**src/hw/panel_timing_pkg.sv**
```systemverilog
package panel_timing_pkg;
	// Frame geometry in lines
	localparam int unsigned V_ACTIVE = 1080;
	localparam int unsigned V_BLANK_MIN = 35;
	localparam int unsigned V_BLANK_TYP = 45;
	localparam int unsigned V_BLANK_MAX = 55;
	localparam int unsigned V_TOTAL_MIN = 1115;
	localparam int unsigned V_TOTAL_MAX = 1135;
	// Line geometry in pixel-clock cycles
	localparam int unsigned H_ACTIVE = 960;
	localparam int unsigned H_BLANK_MIN = 90;
	localparam int unsigned H_BLANK_TYP = 140;
	localparam int unsigned H_BLANK_MAX = 190;
	localparam int unsigned H_TOTAL_MIN = 1050;
	localparam int unsigned H_TOTAL_MAX = 1150;
	// Clock and rates
	localparam int unsigned SYS_CLK_KHZ = 125000;
	localparam int unsigned PIX_CLK_MIN_KHZ = 60000;
	localparam int unsigned PIX_CLK_MAX_KHZ = 80000;
	localparam int unsigned RATE_SIXTY_HZ = 60;
	localparam int unsigned RATE_FIFTY_HZ = 50;
	localparam int unsigned RATE_FIFTY_MIN_HZ = 47;
	localparam int unsigned RATE_FIFTY_MAX_HZ = 53;
	// Half period of the generated link clock in system cycles
	localparam int unsigned LINK_DIV_HALF = 1;
	// Pixel pair width: two 24-bit pixels
	localparam int unsigned PIXEL_BITS = 24;
	localparam int unsigned PAIR_BITS = 2 * PIXEL_BITS;
	// Power sequencing delays: settle in system cycles, backlight guard in frames
	localparam int unsigned POWER_SETTLE_CYCLES = 16;
	localparam int unsigned BACKLIGHT_GUARD_FRAMES = 2;
	// Sequencer states, Gray along the power path except DRAIN back to OFF
	typedef enum logic [2:0] {
		ST_OFF = 3'b000,
		ST_POWER = 3'b001,
		ST_VIDEO = 3'b011,
		ST_LIGHT = 3'b010,
		ST_DARK = 3'b110,
		ST_DRAIN = 3'b111
	} seq_state_t;
endpackage

```
**src/hw/pair_fifo_if.sv**
```systemverilog
`timescale 1ns/1ps
interface pair_fifo_if #(parameter int unsigned WIDTH = 48);
	logic in_valid;
	logic in_ready;
	logic [WIDTH-1:0] in_data;
	logic out_valid;
	logic out_ready;
	logic [WIDTH-1:0] out_data;
	modport fifo (input in_valid, input in_data, output in_ready, output out_valid, output out_data, input out_ready);
	modport user (output in_valid, output in_data, input in_ready, input out_valid, input out_data, output out_ready);
endinterface

```
**src/hw/pair_fifo.sv**
```systemverilog
`timescale 1ns/1ps
module pair_fifo #(
	parameter int unsigned WIDTH = 48,
	parameter int unsigned DEPTH = 4
) (
	// Clock and reset
	input wire logic sys_clk_i,
	input wire logic rstn_i,
	// Stream ports
	pair_fifo_if.fifo port
);
	localparam int unsigned AW = $clog2(DEPTH);

	initial begin
		if (DEPTH < 2 || (DEPTH & (DEPTH - 1)) != 0) begin
			$error("pair_fifo depth must be a power of two of at least 2");
		end
	end

	logic [WIDTH-1:0] mem [DEPTH];
	logic [AW:0] wr_ptr;
	logic [AW:0] rd_ptr;
	logic do_wr;
	logic do_rd;

	// Full when pointers differ only in the wrap bit
	assign port.in_ready = (wr_ptr ^ rd_ptr) != {1'b1, {AW{1'b0}}};
	assign port.out_valid = wr_ptr != rd_ptr;
	assign port.out_data = mem[rd_ptr[AW-1:0]];
	assign do_wr = port.in_valid && port.in_ready;
	assign do_rd = port.out_valid && port.out_ready;

	// Storage
	always_ff @(posedge sys_clk_i) begin
		if (do_wr) begin
			mem[wr_ptr[AW-1:0]] <= port.in_data;
		end
	end

	// Pointers
	always_ff @(posedge sys_clk_i) begin
		if (!rstn_i) begin
			wr_ptr <= '0;
			rd_ptr <= '0;
		end else begin
			if (do_wr) begin
				wr_ptr <= wr_ptr + 1'b1;
			end
			if (do_rd) begin
				rd_ptr <= rd_ptr + 1'b1;
			end
		end
	end
endmodule

```
**src/hw/panel_timing_host.sv**
```systemverilog
`timescale 1ns/1ps
module panel_timing_host #(
	parameter int unsigned H_BLANK = panel_timing_pkg::H_BLANK_TYP,
	parameter int unsigned V_BLANK_60 = panel_timing_pkg::V_BLANK_TYP,
	parameter int unsigned V_BLANK_50 = panel_timing_pkg::V_BLANK_TYP,
	parameter int unsigned FIFO_DEPTH = 4
) (
	// Clock and reset
	input wire logic sys_clk_i,
	input wire logic rstn_i,
	// User control
	input wire logic enable_i,
	input wire logic rate_fifty_mode_i,
	// Pixel pair stream, odd pixel in the low half
	input wire logic pair_valid_i,
	input wire logic [panel_timing_pkg::PAIR_BITS-1:0] pair_data_i,
	output logic pair_ready_o,
	// Status
	output logic frame_start_o,
	output logic underrun_o,
	output logic [2:0] state_o,
	// Panel link
	output logic panel_power_o,
	output logic backlight_on_o,
	output logic frame_rate_select_o,
	output logic link_clk_o,
	output logic data_enable_o,
	output logic [panel_timing_pkg::PAIR_BITS-1:0] pixel_pair_o
);
	localparam int unsigned H_TOTAL = panel_timing_pkg::H_ACTIVE + H_BLANK;
	localparam int unsigned V_TOTAL_60 = panel_timing_pkg::V_ACTIVE + V_BLANK_60;
	localparam int unsigned V_TOTAL_50 = panel_timing_pkg::V_ACTIVE + V_BLANK_50;
	localparam int unsigned LINK_KHZ = panel_timing_pkg::SYS_CLK_KHZ / (2 * panel_timing_pkg::LINK_DIV_HALF);
	localparam int unsigned HW = 11;

	// Refuse geometry the panel cannot accept
	initial begin
		if (H_BLANK < panel_timing_pkg::H_BLANK_MIN || H_BLANK > panel_timing_pkg::H_BLANK_MAX) begin
			$error("horizontal blanking out of range");
		end
		if (H_TOTAL < panel_timing_pkg::H_TOTAL_MIN || H_TOTAL > panel_timing_pkg::H_TOTAL_MAX) begin
			$error("line total out of range");
		end
		if (V_BLANK_60 < panel_timing_pkg::V_BLANK_MIN || V_BLANK_60 > panel_timing_pkg::V_BLANK_MAX
			|| V_BLANK_50 < panel_timing_pkg::V_BLANK_MIN || V_BLANK_50 > panel_timing_pkg::V_BLANK_MAX) begin
			$error("vertical blanking out of range");
		end
		if (V_TOTAL_60 < panel_timing_pkg::V_TOTAL_MIN || V_TOTAL_60 > panel_timing_pkg::V_TOTAL_MAX
			|| V_TOTAL_50 < panel_timing_pkg::V_TOTAL_MIN || V_TOTAL_50 > panel_timing_pkg::V_TOTAL_MAX) begin
			$error("frame total out of range");
		end
		if (LINK_KHZ < panel_timing_pkg::PIX_CLK_MIN_KHZ || LINK_KHZ > panel_timing_pkg::PIX_CLK_MAX_KHZ) begin
			$error("link clock out of range");
		end
		if (FIFO_DEPTH < 2) begin
			$error("fifo depth too small");
		end
	end

	// Totals must fit the clock window at both nominal rates
	initial begin
		if (longint'(panel_timing_pkg::RATE_SIXTY_HZ) * V_TOTAL_60 * H_TOTAL
			> longint'(panel_timing_pkg::PIX_CLK_MAX_KHZ) * 1000) begin
			$error("sixty-hertz totals exceed the fastest clock");
		end
		if (longint'(panel_timing_pkg::RATE_FIFTY_HZ) * V_TOTAL_50 * H_TOTAL
			< longint'(panel_timing_pkg::PIX_CLK_MIN_KHZ) * 1000) begin
			$error("fifty-hertz totals fall short of the slowest clock");
		end
	end

	// Fifty-hertz rate follows from our fixed link clock and the totals
	// Limitation: sixty hertz needs a link clock above 70 MHz, beyond this divider
	initial begin
		if (longint'(LINK_KHZ) * 1000 < longint'(panel_timing_pkg::RATE_FIFTY_MIN_HZ) * V_TOTAL_50 * H_TOTAL
			|| longint'(LINK_KHZ) * 1000 > longint'(panel_timing_pkg::RATE_FIFTY_MAX_HZ) * V_TOTAL_50 * H_TOTAL) begin
			$error("fifty-hertz frame rate out of range");
		end
	end

	pair_fifo_if #(.WIDTH(panel_timing_pkg::PAIR_BITS)) fifo_bus ();

	pair_fifo #(
		.WIDTH(panel_timing_pkg::PAIR_BITS),
		.DEPTH(FIFO_DEPTH)
	) u_fifo (
		.sys_clk_i(sys_clk_i),
		.rstn_i(rstn_i),
		.port(fifo_bus.fifo)
	);

	panel_timing_pkg::seq_state_t state;
	panel_timing_pkg::seq_state_t next_state;
	logic [7:0] wait_cnt;
	logic [1:0] frame_cnt;
	logic div_cnt;
	logic link_rise;
	logic [HW-1:0] h_cnt;
	logic [HW-1:0] v_cnt;
	logic [HW-1:0] v_total;
	logic rate_fifty;
	logic line_end;
	logic frame_end;
	logic active;
	logic run_video;
	logic [1:0] enable_sync;
	logic [1:0] rate_sync;
	logic enable_req;
	logic rate_fifty_req;

	// Two-flop capture; controls may come from a strap or another clock
	always_ff @(posedge sys_clk_i) begin
		if (!rstn_i) begin
			enable_sync <= 2'b00;
			rate_sync <= 2'b00;
		end else begin
			enable_sync <= {enable_sync[0], enable_i};
			rate_sync <= {rate_sync[0], rate_fifty_mode_i};
		end
	end
	assign enable_req = enable_sync[1];
	assign rate_fifty_req = rate_sync[1];

	assign run_video = state == panel_timing_pkg::ST_VIDEO || state == panel_timing_pkg::ST_LIGHT
		|| state == panel_timing_pkg::ST_DARK;
	assign line_end = h_cnt == HW'(H_TOTAL - 1);
	assign frame_end = line_end && v_cnt == v_total - 1'b1;
	assign active = h_cnt < HW'(panel_timing_pkg::H_ACTIVE) && v_cnt < HW'(panel_timing_pkg::V_ACTIVE);
	assign v_total = rate_fifty ? HW'(V_TOTAL_50) : HW'(V_TOTAL_60);
	// Drain the FIFO only on active link cycles; stall stays honest otherwise
	assign fifo_bus.in_valid = pair_valid_i;
	assign fifo_bus.in_data = pair_data_i;
	assign fifo_bus.out_ready = link_rise && active && run_video;

	// Link clock divider; the panel samples on our rising edge
	// Stops with the power pin, so the clock never runs into an unpowered panel
	always_ff @(posedge sys_clk_i) begin
		if (!rstn_i) begin
			div_cnt <= 1'b0;
			link_clk_o <= 1'b0;
		end else if (next_state == panel_timing_pkg::ST_OFF) begin
			div_cnt <= 1'b0;
			link_clk_o <= 1'b0;
		end else begin
			div_cnt <= ~div_cnt;
			link_clk_o <= ~link_clk_o;
		end
	end

	// Counters advance once per link cycle, on the edge that drops the clock
	assign link_rise = link_clk_o && div_cnt;

	// Horizontal and vertical position, rate latched at frame boundary and while video is stopped
	always_ff @(posedge sys_clk_i) begin
		if (!rstn_i) begin
			h_cnt <= '0;
			v_cnt <= '0;
			rate_fifty <= 1'b0;
		end else if (!run_video) begin
			h_cnt <= '0;
			v_cnt <= '0;
			rate_fifty <= rate_fifty_req;
		end else if (link_rise) begin
			if (line_end) begin
				h_cnt <= '0;
				if (frame_end) begin
					v_cnt <= '0;
					rate_fifty <= rate_fifty_req;
				end else begin
					v_cnt <= v_cnt + 1'b1;
				end
			end else begin
				h_cnt <= h_cnt + 1'b1;
			end
		end
	end

	// Data enable and pixel pair; no sync outputs exist at all
	always_ff @(posedge sys_clk_i) begin
		if (!rstn_i) begin
			data_enable_o <= 1'b0;
			pixel_pair_o <= '0;
			underrun_o <= 1'b0;
		end else if (!run_video) begin
			data_enable_o <= 1'b0;
			pixel_pair_o <= '0;
			underrun_o <= 1'b0;
		end else if (link_rise) begin
			data_enable_o <= active;
			// Starved source sends black so the line count stays exact
			pixel_pair_o <= (active && fifo_bus.out_valid) ? fifo_bus.out_data : '0;
			underrun_o <= active && !fifo_bus.out_valid;
		end
	end

	// Start-of-frame pulse for the source to align its first pair
	always_ff @(posedge sys_clk_i) begin
		if (!rstn_i) begin
			frame_start_o <= 1'b0;
		end else begin
			frame_start_o <= run_video && link_rise && frame_end;
		end
	end

	// Ready is registered and one cycle late; the FIFO has no slack and drops a push made while full
	always_ff @(posedge sys_clk_i) begin
		if (!rstn_i) begin
			pair_ready_o <= 1'b0;
		end else begin
			pair_ready_o <= fifo_bus.in_ready;
		end
	end

	// Power and backlight sequencer
	always_comb begin
		next_state = state;
		unique case (state)
			panel_timing_pkg::ST_OFF: begin
				if (enable_req) begin
					next_state = panel_timing_pkg::ST_POWER;
				end
			end
			panel_timing_pkg::ST_POWER: begin
				if (wait_cnt == 8'(panel_timing_pkg::POWER_SETTLE_CYCLES)) begin
					next_state = panel_timing_pkg::ST_VIDEO;
				end
			end
			panel_timing_pkg::ST_VIDEO: begin
				if (!enable_req) begin
					next_state = panel_timing_pkg::ST_DRAIN;
				end else if (frame_cnt == 2'(panel_timing_pkg::BACKLIGHT_GUARD_FRAMES)) begin
					next_state = panel_timing_pkg::ST_LIGHT;
				end
			end
			panel_timing_pkg::ST_LIGHT: begin
				if (!enable_req) begin
					next_state = panel_timing_pkg::ST_DARK;
				end
			end
			panel_timing_pkg::ST_DARK: begin
				if (frame_cnt == 2'(panel_timing_pkg::BACKLIGHT_GUARD_FRAMES)) begin
					next_state = panel_timing_pkg::ST_DRAIN;
				end
			end
			panel_timing_pkg::ST_DRAIN: begin
				if (wait_cnt == 8'(panel_timing_pkg::POWER_SETTLE_CYCLES)) begin
					next_state = panel_timing_pkg::ST_OFF;
				end
			end
			default: begin
				next_state = panel_timing_pkg::ST_OFF;
			end
		endcase
	end

	always_ff @(posedge sys_clk_i) begin
		if (!rstn_i) begin
			state <= panel_timing_pkg::ST_OFF;
		end else begin
			state <= next_state;
		end
	end

	// Settle and frame counters restart on each state change
	always_ff @(posedge sys_clk_i) begin
		if (!rstn_i) begin
			wait_cnt <= '0;
			frame_cnt <= '0;
		end else if (next_state != state) begin
			wait_cnt <= '0;
			frame_cnt <= '0;
		end else begin
			if (wait_cnt != 8'hff) begin
				wait_cnt <= wait_cnt + 1'b1;
			end
			if (link_rise && frame_end && frame_cnt != 2'h3) begin
				frame_cnt <= frame_cnt + 1'b1;
			end
		end
	end

	// Panel pins; select is driven, never floated, while powered
	always_ff @(posedge sys_clk_i) begin
		if (!rstn_i) begin
			panel_power_o <= 1'b0;
			backlight_on_o <= 1'b0;
			frame_rate_select_o <= 1'b0;
			state_o <= 3'h0;
		end else begin
			panel_power_o <= next_state != panel_timing_pkg::ST_OFF;
			backlight_on_o <= next_state == panel_timing_pkg::ST_LIGHT;
			frame_rate_select_o <= (next_state != panel_timing_pkg::ST_OFF) && !rate_fifty;
			state_o <= next_state;
		end
	end
endmodule

```
**config.mk**
```make
export PLATFORM = sky130hd
export DESIGN_NAME = panel_timing_host
export DESIGN_NICKNAME = d
export VERILOG_FILES = /design/src/hw/panel_timing_pkg.sv /design/src/hw/pair_fifo_if.sv /design/src/hw/pair_fifo.sv /design/src/hw/panel_timing_host.sv
export SDC_FILE = /design/constraint.sdc
export NUM_CORES = 1
export LEC_CHECK = 0
export ABC_CLOCK_PERIOD_IN_PS = 2780
export BUFFER_PORTS_ARGS = -buffer_cell sky130_fd_sc_hd__buf_4
export CAP_MARGIN = 40
export CORE_AREA = 3 3 164 166
export DETAILED_ROUTE_END_ITERATION = 8
export DIE_AREA = 0 0 167 169
export PLACE_DENSITY = 0.67
export SLEW_MARGIN = 0
export SYNTH_ARGS = -nofsm -noshare
export SYNTH_HDL_FRONTEND = slang
export SYNTH_SLANG_ARGS = --single-unit
```
**constraint.sdc**
```tcl
create_clock -name sys_clk_i -period 2.78 [get_ports sys_clk_i]
set_clock_uncertainty 0.2 [all_clocks]
set_input_delay 0.278 -clock sys_clk_i [delete_from_list [all_inputs] [get_ports sys_clk_i]]
set_output_delay 0.278 -clock sys_clk_i [all_outputs]
set_load 0.01 [all_outputs]
```
Yosys cells after proc, flatten, opt, wreduce, memory -nomap -nowiden
Memories as Yosys holds them, arrays and structs flattened. A register that Yosys moved wholly into a read port is not among the register bits.
Index checks and enable logic that the tools add are counted.
{"block": "classes", "bitwise_logic": 4, "add_sub_neg": 6, "n_eq_ne": 18, "n_reduce_logical": 26, "order_cmp": 2, "n_mux": 19}
{"op": "48-bit 2-to-1 mux", "n": 1}
{"op": "11-bit by 1-bit adder with 11-bit output, second input constant", "n": 2}
{"op": "11-bit equality test, second input constant", "n": 2}
{"op": "11-bit 2-to-1 mux", "n": 2}
{"op": "3-bit 2-to-1 mux", "n": 7}
{"op": "3-bit case mux with 6 select lines", "n": 1}
{"op": "1-bit logical AND", "n": 14}
{"op": "11-bit by 10-bit less-than comparator with 1-bit output, second input constant", "n": 1}
{"op": "11-bit less-than comparator, second input constant", "n": 1}
{"op": "3-bit by 2-bit equality test with 1-bit output, second input constant", "n": 3}
{"op": "8-bit by 1-bit adder with 8-bit output, second input constant", "n": 1}
{"op": "8-bit by 5-bit equality test with 1-bit output, second input constant", "n": 1}
{"op": "2-bit != test, second input constant", "n": 4}
{"op": "8-bit != test, second input constant", "n": 1}
{"op": "3-bit by 1-bit adder with 3-bit output, second input constant", "n": 2}
{"op": "3-bit equality test, second input constant", "n": 2}
{"op": "3-bit logical NOT", "n": 2}
{"op": "1-bit 2-to-1 mux", "n": 6}
{"op": "3-bit != test", "n": 2}
{"op": "2-bit 2-to-1 mux", "n": 2}
{"op": "2-bit AND reduction", "n": 2}
{"op": "2-bit OR reduction", "n": 2}
{"op": "3-bit by 1-bit equality test with 1-bit output, second input constant", "n": 1}
{"op": "3-bit != test, second input constant", "n": 1}
{"op": "8 further kinds", "n": 12}
{"block": "word_totals", "out_inout_bits": 59, "ramBits": 192, "reg_bits": 103, "mem_count": 1}
{"name": "u_fifo.mem", "depth": 4, "word_bits": 48, "rd": 1, "rd_clocked_by_memory_dff": 1, "write_ports": 1, "line_no": "pair_fifo.sv:20", "text": "logic [WIDTH-1:0] mem [DEPTH];"}

Longest topological paths before layout
{"block": "logic_depth", "ltp_word": 7, "depth_mapped": 7}

By module
Synthesis repeated with hierarchy kept, for this count alone.
{"block": "unflattened", "cells_unflattened": 690, "area_unflattened_um2": 11257.0}
{"mod": "pair_fifo", "instances": 1, "seq_area_each_um2": 5925.7, "cells_each": 318, "area_per_inst_um2": 7474.7}
{"mod": "panel_timing_host", "instances": 1, "seq_area_each_um2": 1941.9, "cells_each": 372, "area_per_inst_um2": 3782.4}

Worst setup path after synthesis
No wires, ideal clock.
{"block": "synth_timing", "kind": "reg-to-reg", "start": "register u_fifo.wr_ptr[1]", "end": "memory u_fifo.mem[0][0] (enable)", "path_stages_with_launch": 5, "n_path_buf": 0, "slack_ps": 46, "setup_time_ps": 410, "arrival_ps": 2124, "cell_sequence": "dfxtp_1 xor2_1 nor2_1 a21boi_0 and2_1"}
{"block": "synth_between", "elab_chain_cells": 5}
{"item": "start: declaration", "line_no": "pair_fifo.sv:21", "text": "logic [AW:0] wr_ptr;"}
{"item": "start signal: assignment", "line_no": "pair_fifo.sv:47", "text": "wr_ptr <= wr_ptr + 1'b1;"}
{"item": "3-bit bitwise XOR", "line_no": "pair_fifo.sv:27", "text": "assign port.in_ready = (wr_ptr ^ rd_ptr) != {1'b1, {AW{1'b0}}};"}
{"item": "3-bit != test", "line_no": "pair_fifo.sv:27"}
{"item": "1-bit logical AND", "line_no": "pair_fifo.sv:30", "text": "assign do_wr = port.in_valid && port.in_ready;"}
{"item": "1-bit 2-to-1 mux", "line_no": "pair_fifo.sv:35", "text": "if (do_wr) begin"}
{"item": "1-bit 2-to-1 mux (not written as such)", "line_no": "pair_fifo.sv:36", "text": "mem[wr_ptr[AW-1:0]] <= port.in_data;"}
{"item": "end: declaration", "line_no": "pair_fifo.sv:20"}
Several ways; a longest one is shown, not always the timed one.

Worst setup path after layout
{"block": "layout_timing", "start": "register u_fifo.wr_ptr[1]", "end": "memory u_fifo.mem[3][5] (enable)"}
Same word-level chain as after synthesis.

==> summary.txt <==
Timing
  • Setup TNS: 0 ns
  • Final WS setup: 0.505 ns
  • Final setup viols: 0
  • Fin crit period: 2.27 ns
  • Max-slew violations: 0
  • Final period util: between 80% and 90%
  • Slew HR: 49.4%
  • Hold Violations, Final: 0
  • RSZ-0062 raised after global routing: no
  • Fmax achieved: 440 MHz
  • Worst Tran Pin Value: 0.757 ns

Critical path
  • CP cell instances: xor2_1, o311ai_0, inv_2, buf_4
  • Family with the most delay on the worst path: buffers and inverters
  • Crit path buf inv count: 2
  • Critical path type: reg2reg
  • Worst path max stage delay: 0.61 ns
  • CP endpoint: u_fifo.mem[3][5]$_DFFE_PP_
  • Critical path depth in cells: 4
  • Worst setup EP type: flop
  • Req. time, crit path: 2.77 ns
  • Worst Reg2Reg Path Length in Cells: 4
  • Worst Path Arrival: 2.26 ns
  • End of the worst register-to-register path: u_fifo.mem[3][5]$_DFFE_PP_
  • Crit start category: flop
  • Critical R2R Launch: u_fifo.wr_ptr[1]$_SDFFE_PN0P_
  • Critical path peak fanout: 48
  • CP startpoint: u_fifo.wr_ptr[1]$_SDFFE_PN0P_
  • Crit path max-delay cell type: buf_4
  • Reg2Reg Setup Slack: 0.51 ns

Drt
  • Drc violations: 0
  • Drt total wl: 24.8 mm
  • Number of DRC markers in iteration 0: 578
  • Routed len/inst: 19.0 um
  • Number of routed nets with antenna violations: 0
  • DR vias/cell: 5.44
  • Router iterations before antenna repair: 4
  • Via count: about 7.1k

Cells and area
  • Ant diodes: 0
  • P&R area growth vs syn: 25.8%
  • Layout cells sized above 1: 24.8%
  • Fin nets: 1,011

Placed design
  • Port-buffer cells: around 110
  • Post-DP HPWL: 14.7 mm
  • Place WS: 0.483 ns
  • Placer Congestion: 0.753

Floorplan
  • Initial Utilization: between 40% and 50%
  • Die Y: 169 um
  • Die Footprint: around 28,000 um^2
  • Die W: around 170 um
  • Core area: approximately 26,000 um^2
  • IO Count: 112
  • Num rows: 59

Logic synthesis
  • Cell count after synthesis: 778
  • Synth top area share: 50.4%
  • EDFF count, synth: 192
  • Post-synthesis sequential area ratio: around 70%
  • Synth async-reset ratio: 0%
  • Top cell type by total area after synthesis: edfxtp_1
  • Synth top area cells: edfxtp_1, dfxtp_1, mux4_2
  • Number of synthesized register bits: 297
  • Dominant synthesized flop cell: edfxtp_1
  • Synth cell types: 52
  • Syn nets: 843
  • Avg Inst Size Synth: 14.7 um^2
  • Ys Warns: 0
  • Synthesized area: approximately 11,000 um^2

Clock tree
  • Clock Sinks: 297
  • Clock tree buffer depth: 3
  • TritonCTS clock tree: yes
  • Htree depth: 1
  • Worst skew pair latency: 0.56 ns
  • CTS resizes: 0
  • CTS clk-pin slew, worst paths: around 0.060 ns
  • Inserted Clock Buffers: 31
  • CTS root buffer: clkbuf_16

Power
  • Worst ir drop on vdd: about 530 uV
  • Pwr Density: 667 nW/um^2
  • Leakage Power: 4.85 nW

Hold path
  • HP Class: reg2reg

Run status
  • Outcome: finished clean

GRT
  • Vias in the first global route: 7,295
  • Initial antenna violation count: 0
  • First-pass GRT wire length: roughly 40 mm
  • Grt total ovfl: 0
  • Largest net degree at the start of global routing: 49
  • Total track usage: 17.5%

Job
  • Max-cap violations: 0
==> final cells by class <==
class                   count  area (um^2)
well taps                 335          419
flip-flops and latches    297         7870
clock inverters            15          196
repair buffers            184         1620
clock buffers              43          881
inverters                  14         52.6
multi-input cells         418         3350
fillers                  2027        11400
==> logic make-up (layout without fill, tap and decap cells) <==
| group | Yosys count | after routing | synth area share, % |
|---|---|---|---|
| AOI/OAI and AO/OA | 104 | 104 | 5.26 |
| xor gates and xnor gates | 18 | 18 | 1.38 |
| adders and majority gates | 12 | 12 | 1.31 |
| buffers and inverters | 63 | 256 | 2.11 |
| DFF | 297 | 297 | 68.8 |
| muxes | 58 | 58 | 10.3 |
| and+or+nand+nor | 226 | 226 | 10.8 |
==> metal layers <==
metal	global-route usage (%)	routed length (um)	part of all wire [%]
met5	0	0	0
met4	4.34	502	2.0
met3	2.85	1020	4.1
met2	31.6	12800	52
met1	22.0	10400	42
==> worst reg2reg max path: stages (launching register included) <==
cell	delay, ns
dfxtp_1	0.42
xor2_1	0.29
o311ai_0	0.28
inv_2	0.09
buf_4	0.61
==> synth_stat cells, drive strengths merged (3+ instances only) <==
| cell type | n |
|---|---|
| edfxtp | 192 |
| dfxtp | 105 |
| nand2 | 71 |
| a21oi | 67 |
| nand4 | 60 |
| mux4 | 48 |
| clkbuf | 39 |
| nor2 | 23 |
| and2 | 13 |
| inv | 13 |
| ha | 12 |
| buf | 10 |
| mux2i | 10 |
| nand3 | 10 |
| or3 | 10 |
| xnor2 | 10 |
| o21ai | 9 |
| and4 | 8 |
| xor2 | 8 |
| and3 | 6 |
| a211oi | 5 |
| nor3 | 5 |
| nand2b | 4 |
| or4 | 4 |
| a21boi | 3 |
| a21o | 3 |
| a31oi | 3 |
| o31ai | 3 |
==> placed cells by master (no fill, tap or decap), types with 3 or more instances in the layout <==
cell	n
nand3_1	10
clkbuf_16	31
xor2_1	8
nand2_1	70
bufinv_16	4
clkinv_1	7
mux2i_1	10
edfxtp_1	192
and4_1	8
dfxtp_1	103
nand2b_1	4
inv_1	12
a21boi_0	3
a211oi_1	5
buf_12	8
a31oi_1	3
mux4_2	48
and2_2	3
and3_1	6
and2_1	10
nand4_1	60
ha_1	12
or3_1	8
clkbuf_8	6
dlygate4sd3_1	54
or4_1	3
a21oi_1	67
nor3_1	4
xnor2_1	10
clkbuf_1	6
o21ai_0	9
buf_4	122
nor2_1	23
==> how the worst min path moves through the flow <==
stage | start | to | cells past startpoint
2_1_floorplan | pair_data_i[0] | u_fifo.mem[0][0]$_DFFE_PP_ | 0
3_3_place_gp | rate_fifty$_SDFFE_PN0P_ | frame_rate_select_o$_SDFF_PN0_ | 1
3_5_place_dp | rate_fifty$_SDFFE_PN0P_ | frame_rate_select_o$_SDFF_PN0_ | 1
4_1_cts | pair_data_i[31] | u_fifo.mem[2][31]$_DFFE_PP_ | 2
5_1_grt | pair_data_i[28] | u_fifo.mem[2][28]$_DFFE_PP_ | 2
6_report | rate_fifty$_SDFFE_PN0P_ | frame_rate_select_o$_SDFF_PN0_ | 1
==> power by group <==
| group | internal [W] | leakage, nW | switching [W] |
|---|---|---|---|
| logic | 0.000211 | 1.71 | 0.000240 |
| clock network | 0.00259 | 0.523 | 0.00166 |
| registers | 0.00486 | 2.61 | 0.0000400 |
==> registers in the layout, indices dropped and copies added (netlist names), 2 cells and up, named ones only <==
| signal | flops |
|---|---|
| u_fifo.mem | 192 |
| pixel_pair_o | 48 |
| h_cnt | 11 |
| v_cnt | 11 |
| wait_cnt | 8 |
| state_o | 3 |
| u_fifo.rd_ptr | 3 |
| u_fifo.wr_ptr | 3 |
| enable_sync | 2 |
| frame_cnt | 2 |
| rate_sync | 2 |
==> repair_timing <==
item,CTS,global route
buffers inserted,0,0
hold buffers,54,0
hold endpoints to repair,207,0
==> stage by stage <==
step | hold slack [ns] | power [W] | area, um^2 | cells | util (%)
6_report | 0.236 | 0.00960 | 14400 | 1306 | 55.8
5_1_grt | 0.249 | 0.00993 | 14400 | 1306 | 55.8
4_1_cts | 0.232 | 0.00970 | 14400 | 1306 | 55.8
3_5_place_dp | 0.223 | 0.00539 | 12800 | 1194 | 49.6
3_3_place_gp | 0.211 | 0.00538 | 12800 | 1194 | 49.6
2_1_floorplan | 0.177 | 0.00518 | 11400 | 778 | -
Power figures use the tool's default switching activity.
